[src/host_port_pkg.sv]
// constants and carrier types for the indirect-access host port
// assumes one 200 MHz clock; host pins arrive asynchronously and are synchronised in the port
package host_port_pkg;

  localparam int unsigned HOST_AW   = 3;
  localparam int unsigned HOST_DW   = 16;
  localparam int unsigned IND_AW    = 16;
  localparam int unsigned IND_DW    = 8;
  localparam int unsigned FCNT_W    = 16;

  // direct port addresses
  localparam logic [HOST_AW-1:0] OFS_ADDR_LOW  = 3'h0;
  localparam logic [HOST_AW-1:0] OFS_ADDR_HIGH = 3'h1;
  localparam logic [HOST_AW-1:0] OFS_DATA_PORT = 3'h2;
  localparam logic [HOST_AW-1:0] OFS_FRAME     = 3'h3;

  // frame layout: status header then payload padded to whole groups
  localparam logic [FCNT_W-1:0] HDR_BYTES   = 16'h0008;
  localparam logic [FCNT_W-1:0] PAD_MASK    = 16'h0007;
  localparam logic [FCNT_W-1:0] SIZE_BYTE0  = 16'h0000;
  localparam logic [FCNT_W-1:0] SIZE_BYTE1  = 16'h0001;
  localparam logic [FCNT_W-1:0] STEP_NARROW = 16'h0001;
  localparam logic [FCNT_W-1:0] STEP_WIDE   = 16'h0002;
  localparam logic [FCNT_W-1:0] CNT_RESET   = 16'h0000;
  localparam logic [IND_AW-1:0] ADDR_RESET  = 16'h0000;
  localparam logic [HOST_DW-1:0] DATA_RESET = 16'h0000;

  // host pins as seen through the synchroniser
  typedef struct packed {
    logic               cs_n;
    logic               rd_n;
    logic               wr_n;
    logic [HOST_AW-1:0] addr;
    logic [HOST_DW-1:0] wdata;
  } host_pins_s;

  // one beat of frame data between port and switch core
  typedef struct packed {
    logic [HOST_DW-1:0] data;   // low byte first; high byte valid when wide
    logic               wide;
    logic               hdr;    // beat lies inside the status header
    logic               sof;
    logic               eof;
  } frame_beat_s;

  // frame position tracker state
  typedef struct packed {
    logic [FCNT_W-1:0] count;
    logic [FCNT_W-1:0] size;
  } frame_pos_s;

endpackage : host_port_pkg

[src/host_port.sv]
// indirect-access host port: index pair, indirect data port and frame port
// assumes host strobes are held for several clocks; core side runs on CLOCK
`timescale 1ns/1ps
module host_port
  import host_port_pkg::*;
(
  input  wire logic               CLOCK,
  input  wire logic               RST,
  input  wire logic               WIDE_MODE,
  input  wire logic               HOST_CS_N,
  input  wire logic               HOST_RD_N,
  input  wire logic               HOST_WR_N,
  input  wire logic [HOST_AW-1:0] HOST_ADDR,
  input  wire logic [HOST_DW-1:0] HOST_DATA_I,
  output logic      [HOST_DW-1:0] HOST_DATA_O,
  output logic                    HOST_DATA_OE,
  output logic      [IND_AW-1:0]  IND_ADDR,
  output logic                    IND_WR,
  output logic                    IND_RD,
  output logic      [IND_DW-1:0]  IND_WDATA,
  input  wire logic [IND_DW-1:0]  IND_RDATA,
  output logic                    FRM_IN_VALID,
  output frame_beat_s             FRM_IN,
  input  wire logic               FRM_IN_READY,
  input  wire logic               FRM_OUT_VALID,
  input  wire frame_beat_s        FRM_OUT,
  output logic                    FRM_OUT_READY
);

  // advance a frame position; header size bytes are little-endian
  function automatic frame_pos_s frame_step(input frame_pos_s pos,
                                            input logic [HOST_DW-1:0] data,
                                            input logic wide);
    frame_pos_s        nxt;
    logic [FCNT_W-1:0] step;
    logic [FCNT_W-1:0] total;
    nxt  = pos;
    step = wide ? STEP_WIDE : STEP_NARROW;
    if (pos.count == SIZE_BYTE0) begin
      nxt.size = wide ? data : {pos.size[FCNT_W-1:8], data[7:0]};
    end else if (pos.count == SIZE_BYTE1 && !wide) begin
      nxt.size = {data[7:0], pos.size[7:0]};
    end
    total = HDR_BYTES + ((nxt.size + PAD_MASK) & ~PAD_MASK);
    // total drops below the header only when header plus padded size overflows 16 bits; otherwise both size bytes are in before a wrap
    if (pos.count + step >= total) begin
      nxt.count = CNT_RESET;
    end else begin
      nxt.count = pos.count + step;
    end
    return nxt;
  endfunction : frame_step

  // end flag derived from the positions both before and after the step is applied
  function automatic logic frame_ends(input frame_pos_s pos, input frame_pos_s nxt);
    return (nxt.count == CNT_RESET) && (pos.count != CNT_RESET || nxt.size != pos.size);
  endfunction : frame_ends

  // two-stage synchroniser for every host pin; reset to ones so the
  // strobes look idle and no false access edge follows reset
  host_pins_s pins_raw;
  host_pins_s sync1_q;
  host_pins_s sync2_q;
  host_pins_s prev_q;
  logic       mode1_q;
  logic       mode2_q;

  assign pins_raw = '{cs_n: HOST_CS_N, rd_n: HOST_RD_N, wr_n: HOST_WR_N,
                      addr: HOST_ADDR, wdata: HOST_DATA_I};

  always_ff @(posedge CLOCK or posedge RST) begin
    if (RST) begin
      sync1_q <= '1;
      sync2_q <= '1;
      prev_q  <= '1;
      mode1_q <= 1'b0;
      mode2_q <= 1'b0;
    end else begin
      sync1_q <= pins_raw;
      sync2_q <= sync1_q;
      prev_q  <= sync2_q;
      mode1_q <= WIDE_MODE;
      mode2_q <= mode1_q;
    end
  end

  // access starts on the first synchronised cycle of an active strobe
  wire wr_now  = !sync2_q.cs_n && !sync2_q.wr_n;
  wire wr_was  = !prev_q.cs_n && !prev_q.wr_n;
  wire rd_now  = !sync2_q.cs_n && !sync2_q.rd_n;
  wire rd_was  = !prev_q.cs_n && !prev_q.rd_n;
  wire wr_go   = wr_now && !wr_was;
  wire rd_go   = rd_now && !rd_was;
  wire wide    = mode2_q;

  wire sel_low   = sync2_q.addr == OFS_ADDR_LOW;
  wire sel_high  = sync2_q.addr == OFS_ADDR_HIGH;
  wire sel_data  = sync2_q.addr == OFS_DATA_PORT;
  wire sel_frame = sync2_q.addr == OFS_FRAME;

  // low byte lane of the write data; the only lane used in narrow mode
  wire [IND_DW-1:0] wr_byte = sync2_q.wdata[IND_DW-1:0];

  // index registers; value persists until the next index write
  // a high-index write in wide mode falls through and changes nothing
  logic [IND_AW-1:0] index_q;
  logic [IND_AW-1:0] index_d;

  assign index_d = !wr_go ? index_q :
                   (sel_low && wide)   ? sync2_q.wdata :
                   (sel_low && !wide)  ? {index_q[IND_AW-1:IND_DW], wr_byte} :
                   (sel_high && !wide) ? {wr_byte, index_q[IND_DW-1:0]} :
                   index_q;

  always_ff @(posedge CLOCK or posedge RST) begin
    if (RST) index_q <= ADDR_RESET;
    else     index_q <= index_d;
  end

  // indirect data port strobes towards the register space
  // read data is captured one clock after the strobe, when the register space answers
  logic              ind_wr_q;
  logic              ind_rd_q;
  logic              ind_cap_q;
  logic [IND_DW-1:0] ind_wdata_q;

  always_ff @(posedge CLOCK or posedge RST) begin
    if (RST) begin
      ind_wr_q    <= 1'b0;
      ind_rd_q    <= 1'b0;
      ind_cap_q   <= 1'b0;
      ind_wdata_q <= '0;
    end else begin
      ind_wr_q    <= wr_go && sel_data;
      ind_rd_q    <= rd_go && sel_data;
      ind_cap_q   <= ind_rd_q;
      if (wr_go && sel_data) ind_wdata_q <= wr_byte;
    end
  end

  assign IND_ADDR  = index_q;
  assign IND_WR    = ind_wr_q;
  assign IND_RD    = ind_rd_q;
  assign IND_WDATA = ind_wdata_q;

  // frame into the switch: one beat per host write, held until taken
  // limitation: the host must pace frame writes slower than the core takes beats
  frame_pos_s  in_pos_q;
  frame_pos_s  in_pos_n;
  frame_beat_s in_beat_q;
  logic        in_valid_q;
  wire         in_take = wr_go && sel_frame && !in_valid_q;  // writes while busy are dropped

  assign in_pos_n = frame_step(in_pos_q, sync2_q.wdata, wide);

  always_ff @(posedge CLOCK or posedge RST) begin
    if (RST) begin
      in_pos_q   <= '0;
      in_beat_q  <= '0;
      in_valid_q <= 1'b0;
    end else begin
      if (in_take) begin
        in_pos_q   <= in_pos_n;
        in_beat_q  <= '{data: sync2_q.wdata, wide: wide,
                        hdr:  in_pos_q.count < HDR_BYTES,
                        sof:  in_pos_q.count == CNT_RESET,
                        eof:  frame_ends(in_pos_q, in_pos_n)};
        in_valid_q <= 1'b1;
      end else if (FRM_IN_READY) begin
        in_valid_q <= 1'b0;
      end
    end
  end

  assign FRM_IN_VALID = in_valid_q;
  assign FRM_IN       = in_beat_q;

  // frame out of the switch: host read pops one beat
  frame_pos_s out_pos_q;
  frame_pos_s out_pos_n;
  wire        out_pop = rd_go && sel_frame && FRM_OUT_VALID;

  assign out_pos_n     = frame_step(out_pos_q, FRM_OUT.data, wide);
  assign FRM_OUT_READY = out_pop;

  always_ff @(posedge CLOCK or posedge RST) begin
    if (RST) out_pos_q <= '0;
    else if (out_pop) out_pos_q <= out_pos_n;
  end

  // read data back to the pins; narrow mode keeps upper byte zero
  // a frame read with nothing waiting leaves the previous word on the pins
  logic [HOST_DW-1:0] rdata_q;
  logic               oe_q;
  wire  [HOST_DW-1:0] frame_rd = wide ? FRM_OUT.data : {8'h00, FRM_OUT.data[7:0]};

  always_ff @(posedge CLOCK or posedge RST) begin
    if (RST) begin
      rdata_q <= DATA_RESET;
      oe_q    <= 1'b0;
    end else begin
      oe_q <= rd_now;
      if (ind_cap_q)    rdata_q <= {8'h00, IND_RDATA};
      else if (out_pop) rdata_q <= frame_rd;
    end
  end

  assign HOST_DATA_O  = rdata_q;
  assign HOST_DATA_OE = oe_q;

endmodule : host_port

[config.mk]
export PLATFORM = sky130hd
export DESIGN_NAME = host_port
export DESIGN_NICKNAME = d
export VERILOG_FILES = /design/src/host_port_pkg.sv /design/src/host_port.sv
export SDC_FILE = /design/constraint.sdc
export NUM_CORES = 1
export LEC_CHECK = 0
export BUFFER_PORTS_ARGS = -buffer_cell sky130_fd_sc_hd__buf_2
export CORE_UTILIZATION = 56
export CTS_CLUSTER_DIAMETER = 100
export DETAILED_ROUTE_END_ITERATION = 10
export PLACE_DENSITY_LB_ADDON = 0.15
export SLEW_MARGIN = 20
export SYNTH_ARGS = -nofsm -noshare
export SYNTH_HDL_FRONTEND = slang
export SYNTH_SLANG_ARGS = --single-unit
export TNS_END_PERCENT = 1
[constraint.sdc]
create_clock -name CLOCK -period 5.94 [get_ports CLOCK]
set_input_delay 1.188 -clock CLOCK [delete_from_list [all_inputs] [get_ports CLOCK]]
set_output_delay 1.188 -clock CLOCK [all_outputs]
set_load 0.05 [all_outputs]
==> results of run 1 <==
[sequential cells by signal, summed over array words and instances, names as in the netlist, 3 cells and up]
register     cells
in_pos_q        32
sync1_q         22
sync2_q         22
FRM_IN          20
HOST_DATA_O     16
IND_ADDR        16
IND_WDATA        8
prev_q           3
[report_power, final]
| part | switching [uW] | internal, uW | total [uW] |
|---|---|---|---|
| combinational | 712 | 350 | 1060 |
| clock | 430 | 662 | 1090 |
| sequential | 148 | 1160 | 1300 |
| total | 1290 | 2170 | 3460 |
[final cells by class]
class | instances | area share
Inverter | 18 | 0.008870
Sequential cell | 146 | 0.4537
Tap cell | 147 | 0.02248
Multi-Input combinational cell | 477 | 0.3626
Clock inverter | 11 | 0.01713
Clock buffer | 21 | 0.05750
Timing Repair Buffer | 123 | 0.07769
[through the flow]
step | total power (uW) | worst slack, ns | util | hold WS, ns | instances
floorplan | 2100 | 0.9068 | - | 0.3312 | 680
global placement | 2332 | 1.290 | 0.6303 | 0.3357 | 911
detailed placement | 2373 | 1.113 | 0.6303 | 0.3364 | 911
CTS | 3475 | 1.058 | 0.6811 | 0.3530 | 943
global route | 3630 | 0.7455 | 0.6811 | 0.3575 | 943
finish | 3458 | 1.018 | 0.6811 | 0.3485 | 943
[worst max-delay path by stage]
stage                     cells past startpoint            to  slack, ns    startpoint
after floorplan                               1     FRM_IN[0]       0.91           RST
after global placement                       17  in_pos_q[29]       1.29  in_pos_q[20]
after detailed placement                     19  in_pos_q[28]       1.11  in_pos_q[20]
after CTS                                    19  in_pos_q[28]       1.06  in_pos_q[20]
after global routing                         19  in_pos_q[19]       0.75  in_pos_q[23]
final                                        19  in_pos_q[28]       1.02  in_pos_q[20]
[kinds of logic after synthesis]
group,after synthesis
and+or+nand+nor,255
DFF,146
AOI/OAI and AO/OA,124
buffers and inverters,57
xor gates and xnor gates,45
muxes,36
adders and majority gates,17
[layer usage]
layer  share of wire  track usage  wire length (um)
met2            0.50       0.4474              7991
met5               0            0                 0
met4           0.025       0.1237               391
met3           0.051      0.07124               805
met1            0.42       0.3254              6748
[placed cells by master, fill, tap and decap left out, drive strengths merged, types with 16 or more instances in the layout]
master,count
a21oi,30
clkbuf,21
xor2,16
xnor2,29
dfstp,47
nor2,40
nor3,19
nand2,129
buf,123
nand3,18
o21ai,53
inv,21
ha,16
mux2,26
dfrtp,99
[synthesized netlist by cell type, types with 2 or more instances]
library cell    n
mux2_2         26
a211oi_1        3
o31ai_1         8
clkbuf_1       33
a21oi_1        30
nand2b_1        3
nand4_1         5
a21o_1          8
o31a_1          2
nor3_2          2
o311ai_0        3
nor4_4          2
or3_1           5
dfstp_2        47
nor4_1          6
inv_1          16
buf_6           2
nor2b_1         6
a2111oi_0       2
o221ai_1        3
o2111ai_1       2
xnor2_1        29
a22o_1          3
buf_2           3
xor2_1         16
clkinv_1        2
o21ai_0        53
nand3_1        18
nor3_1         17
and2_1          2
and3_1         12
nor2_1         40
ha_1           16
mux2i_1        10
dfrtp_1        99
nand2_1       129
[critical path, stage by stage (launching register included)]
cell	delay (ns)
dfrtp_1	0.49
nor4_4	0.31
nand4_2	0.09
buf_4	0.21
nor3_2	0.16
buf_4	0.20
mux2_2	0.19
ha_1	0.27
inv_1	0.06
a2bb2oi_1	0.18
or4_4	0.48
nor4_4	0.24
xor2_1	0.20
ha_1	0.26
nand4_1	0.14
nor2_1	0.09
a21oi_1	0.16
o2111ai_1	0.46
buf_4	0.36
o31ai_1	0.25
==> run_results.csv, run 1 <==
group,metric,value,unit
clocking,cts.htree.levels,4,
yosys,synth_area_leaders,"dfrtp_1, dfstp_2, nand2_1",
layout,fin_nets,855,
global_routing,grt_max_degree,94,
yosys,ys_seq_elements,146,
sta,max-slew-margin-rel,0.2603,
floorplan,initial_core_util,0.5750,
routing,route.detailed.drc,0,
layout,drive_gt1_frac,0.3015,
setup_path,rr_startpoint,"in_pos_q[20]",
sta,fin_crit_sh,0.8286,
global_routing,first_global_vias,5328,
placed_design,placed_area,7571,um2
clocking,clock_latency,0.42,ns
setup_path,reg2reg_slack,1.02,ns
sta,hold_viol_final,0,
yosys,yosysUniqueCellTypes,53,
layout,fillers,935,
setup_path,required,6.25,ns
floorplan,die_height,113.1,um
floorplan,core,12010,um2
floorplan,num_rows,40,
yosys,yosys.area_share.simple,0.1721,
yosys,synth.mux.area_fraction,0.05688,
yosys,synth_flop_cell,"dfrtp_1",
routing,drt_iter0_drc,374,
sta,skew,0.009906,ns
yosys,synth_xor_area_frac,0.05707,
placed_design,port_buffers,115,
layout,seqCellArea,3712,um2
yosys,synth_compound_area_frac,0.1109,
yosys,avgSynthCellArea,10.16,um2
yosys,synth_fa_ha_area_frac,0.03188,
yosys,yosysWarnings,0,
sta,final.min_clock_period,4.922,ns
yosys,synth-seq-area-share,0.5375,
global_routing,grt_pass1_wl,26100,um
yosys,synth_edf_count,0,
layout,syn2layout_area_growth,18.46,%
setup_path,reg2regPathDepth,19,
clocking,tritoncts,"done",
placed_design,gp_congestion,0.8574,
setup_path,crit_type,"reg -> reg",
layout,fin_area,8182,um2
clocking,numCtsBuffers,17,
routing,wl_per_cell,16.90,um
global_routing,antenna_found_initial,0,
yosys,synthesis.area,6907,um2
setup_path,worst-path-max-fanout,14,
floorplan,die_w,113.1,um
global_routing,grtUsageTotal,0.2677,
pwr,p_per_area,422.7,nW/um2
min_path,hold_path.class,"reg -> reg",
routing,dr.pass1.iters,4,
clocking,cts_resized,0,
setup_path,arrival,5.23,ns
yosys,synth_top_area_frac,0.3587,
routing,vias,5229,
setup_path,worst_setup_path_start_kind,"register",
setup_path,r2r-end,"in_pos_q[28]",
floorplan,ioPinCount,120,
sta,fin_setup_tns,0,ns
min_path,min_path_cells,0,
yosys,syn-instance-count,680,
clocking,clk_path_buf_depth,2,
sta,tightest_slew,1.110,ns
layout,multi_input_area,2967,um2
status,run_status,"completed",
global_routing,grt-ovfl-total,0,
clocking,cts_setup_buffers,0,
setup_path,crit_path_end_kind,"register",
routing,vias_per_cell,5.545,
layout,insertedDiodeCount,0,
run,maxCapViolations,0,
yosys,ys_async_sr_fraction,1.000,
floorplan,fp.dieArea,12780,um2
pwr,leakagePower,0.003902,uW
routing,wirelength,15940,um
clocking,cts_hold_buf,0,
yosys,synth_nets,752,
sta,grt_setup_unrepaired,"false",
yosys,synth_top_cell_by_area,"dfrtp_1",
sta,drv_slew,0,
clocking,clock-sinks,146,
clocking,clkSlewWorstSetupHoldPaths,0.06,ns
routing,final_antenna_net_count,0,
clocking,clock-root-buffer,"clkbuf_16",
placed_design,dp_hpwl,11030,um
min_path,hold-path-endpoint,"sync2_q[10]",
sta,clock.fmax,203.2,MHz
min_path,holdCritStartpoint,"sync1_q[10]",
pwr,ir_drop,0.3207,mV
yosys,synth_top_family_by_area,"simple AND/OR/NAND/NOR gates",
sta,setup_viol,0,
Power figures use the tool's default switching activity.
==> run 2, diff against run 1 <==
Settings changed: ABC_AREA set to 1.
Clock period 5.94 ns to 4.9 ns, I/O delays scaled along.
==> run_results.csv, run 2 <==
group,metric,value,unit
layout,insertedDiodeCount,0,
sta,whs,0.3449,ns
sta,hold_viol_final,0,
sta,final.min_clock_period,4.259,ns
placed_design,gp_congestion,0.8557,
routing,dr.pass1.iters,5,
global_routing,grt_pass1_wl,26850,um
layout,fillers,996,
yosys,synth_top_cell_by_area,"dfrtp_1",
routing,route.detailed.drc,0,
yosys,synthesis.area,7176,um2
floorplan,num_rows,40,
placed_design,port_buffers,115,
min_path,hold_path.class,"reg -> reg",
setup_path,required,5.21,ns
clocking,cts_setup_buffers,0,
routing,vias,6094,
layout,multi_input_area,2950,um2
layout,top_regs,"in_pos_q (32), sync1_q (22), sync2_q (22)",
clocking,numCtsBuffers,17,
sta,drv_slew,0,
floorplan,core,12260,um2
yosys,yosysUniqueCellTypes,40,
yosys,ys_seq_elements,146,
routing,wl_per_cell,14.11,um
sta,tightest_slew,0.6732,ns
clocking,tritoncts,"done",
clocking,cts_hold_buf,0,
routing,final_antenna_net_count,0,
layout,drive_gt1_frac,0.2382,
setup_path,crit_type,"reg -> reg",
floorplan,die_height,115.2,um
sta,grt_setup_unrepaired,"false",
pwr,pwr-share-seq,0.337,
placed_design,dp_hpwl,11370,um
yosys,yosysWarnings,0,
status,run_status,"completed",
layout,largest_reg_flops,32,
global_routing,grt_max_degree,118,
yosys,syn-instance-count,863,
clocking,clkSlewWorstSetupHoldPaths,0.06,ns
yosys,synth_flop_cell,"dfrtp_1",
pwr,ir_drop,0.3484,mV
routing,vias_per_cell,5.240,
layout,fin_nets,1055,
global_routing,first_global_vias,5816,
setup_path,crit_path_end_kind,"register",
yosys,synth_top_area_frac,0.3452,
layout,top_register,"in_pos_q",
routing,wirelength,16410,um
pwr,switchingPower,1894,uW
sta,clock.fmax,234.8,MHz
pwr,p_per_area,530.9,nW/um2
run,maxCapViolations,0,
setup_path,cp_slowest_stage_delay,0.42,ns
sta,fin_crit_sh,0.8693,
yosys,synth_area_leaders,"dfrtp_1, dfstp_2, nand2_1",
routing,drt_iter0_drc,449,
clocking,clock-root-buffer,"clkbuf_16",
clocking,clock-sinks,146,
yosys,synth.most_common_cell,"nand2_1",
floorplan,initial_core_util,0.5852,
sta,skew,0.007524,ns
clocking,clk_path_buf_depth,2,
setup_path,critPathSlowestCell,"dfrtp_1",
setup_path,cp_top_family,"simple AND/OR/NAND/NOR gates",
layout,layout_commonest_cell,"nand2_1",
pwr,p_sw_frac,0.4187,
setup_path,crit_buf_inv,1,
layout,syn2layout_area_growth,18.74,%
floorplan,ioPinCount,120,
floorplan,die_w,115.2,um
layout,seqCellArea,3712,um2
yosys,ys_async_sr_fraction,1.000,
clocking,cts_resized,0,
setup_path,arrival,4.57,ns
global_routing,grtUsageTotal,0.2645,
setup_path,worst-path-max-fanout,19,
floorplan,fp.dieArea,13270,um2
yosys,synth_nets,935,
pwr,leakagePower,0.004257,uW
setup_path,worst_setup_path_start_kind,"register",
pwr,pwr-share-clk,0.277,
pwr,combPwrFrac,0.386,
setup_path,path_common_cell,"nand2_1",
global_routing,antenna_found_initial,0,
yosys,synth_common_cells,"nand2_1, dfrtp_1, inv_1, o21ai_0, nor2_1",
sta,max-slew-margin-rel,0.5492,
clocking,clock_latency,0.42,ns
pwr,p_int,2630,uW
sta,setup_viol,0,
clocking,cts.htree.levels,4,
global_routing,grt-ovfl-total,0,
yosys,synth-seq-area-share,0.5173,
layout,layout_common_cells,"nand2_1, buf_2, dfrtp_1",
yosys,avgSynthCellArea,8.315,um2
yosys,synth_edf_count,0,
sta,fin_setup_tns,0,ns
[run 2: changes by cell type after synthesis, moves of 33 or more]
cell	change
nor2_1	+33
nand3_1	+42
inv_1	+82
o21ai_0	+38
nand2_1	+84
[run 2: area by class of cell]
type | count | area share
Clock buffer | 17 | 0.04993
Clock inverter | 14 | 0.01703
Inverter | 102 | 0.04596
Multi-Input combinational cell | 589 | 0.3463
Sequential cell | 146 | 0.4357
Tap cell | 168 | 0.02467
Timing Repair Buffer | 127 | 0.08047
[run 2: through the flow]
step | instance area [um2] | setup slack (ns) | utilization | cells | total power, uW
CTS | 8484 | 0.4696 | 0.6919 | 1162 | 4530
finish | 8521 | 0.6406 | 0.6949 | 1163 | 4524
global placement | 7914 | 0.5496 | 0.6454 | 1131 | 3223
global route | 8521 | 0.1762 | 0.6949 | 1163 | 4803
detailed placement | 7914 | 0.4713 | 0.6454 | 1131 | 3253
floorplan | 7176 | 0.07480 | - | 863 | 2869
[run 2: metal layers]
metal  vias to the layer above  GRT usage  part of all wire  routed length [um]
met5                         -          0                 0                   0
met3                        23    0.05851             0.058                 950
li1                       3027          -                 -                   -
met2                       213     0.4454              0.49                8096
met4                         0     0.1048             0.017                 272
met1                      2831     0.3331              0.43                7090
[run 2: worst paths after layout]
path,start,endpoint,slack [ns],depth (start not counted)
max,in_pos_q[30],FRM_IN[0],0.64,28
min,mode1_q,mode2_q,0.34,0
max reg2reg,in_pos_q[30],FRM_IN[0],0.64,28
min reg2reg,mode1_q,mode2_q,0.34,0
max in group asynchronous,RST,in_pos_q[20],3.51,3
min in group asynchronous,RST,IND_ADDR[6],0.60,2
[run 2: cell families after synthesis]
family,after synthesis,synth area share
simple gates,402,0.2434
compound gates,147,0.1062
flops,146,0.5173
buf+inv,128,0.07288
fa+ha+maj,17,0.03069
xor+xnor,15,0.01831
mux,8,0.01116
[run 2: power groups by stage]
stage	sequential (uW)	combinational [uW]	clock, uW
3_5_place_dp	1540	1720	0
6_report	1520	1750	1250
5_1_grt	1540	1930	1320
2_1_floorplan	1920	949	0
4_1_cts	1520	1740	1270
3_3_place_gp	1530	1690	0
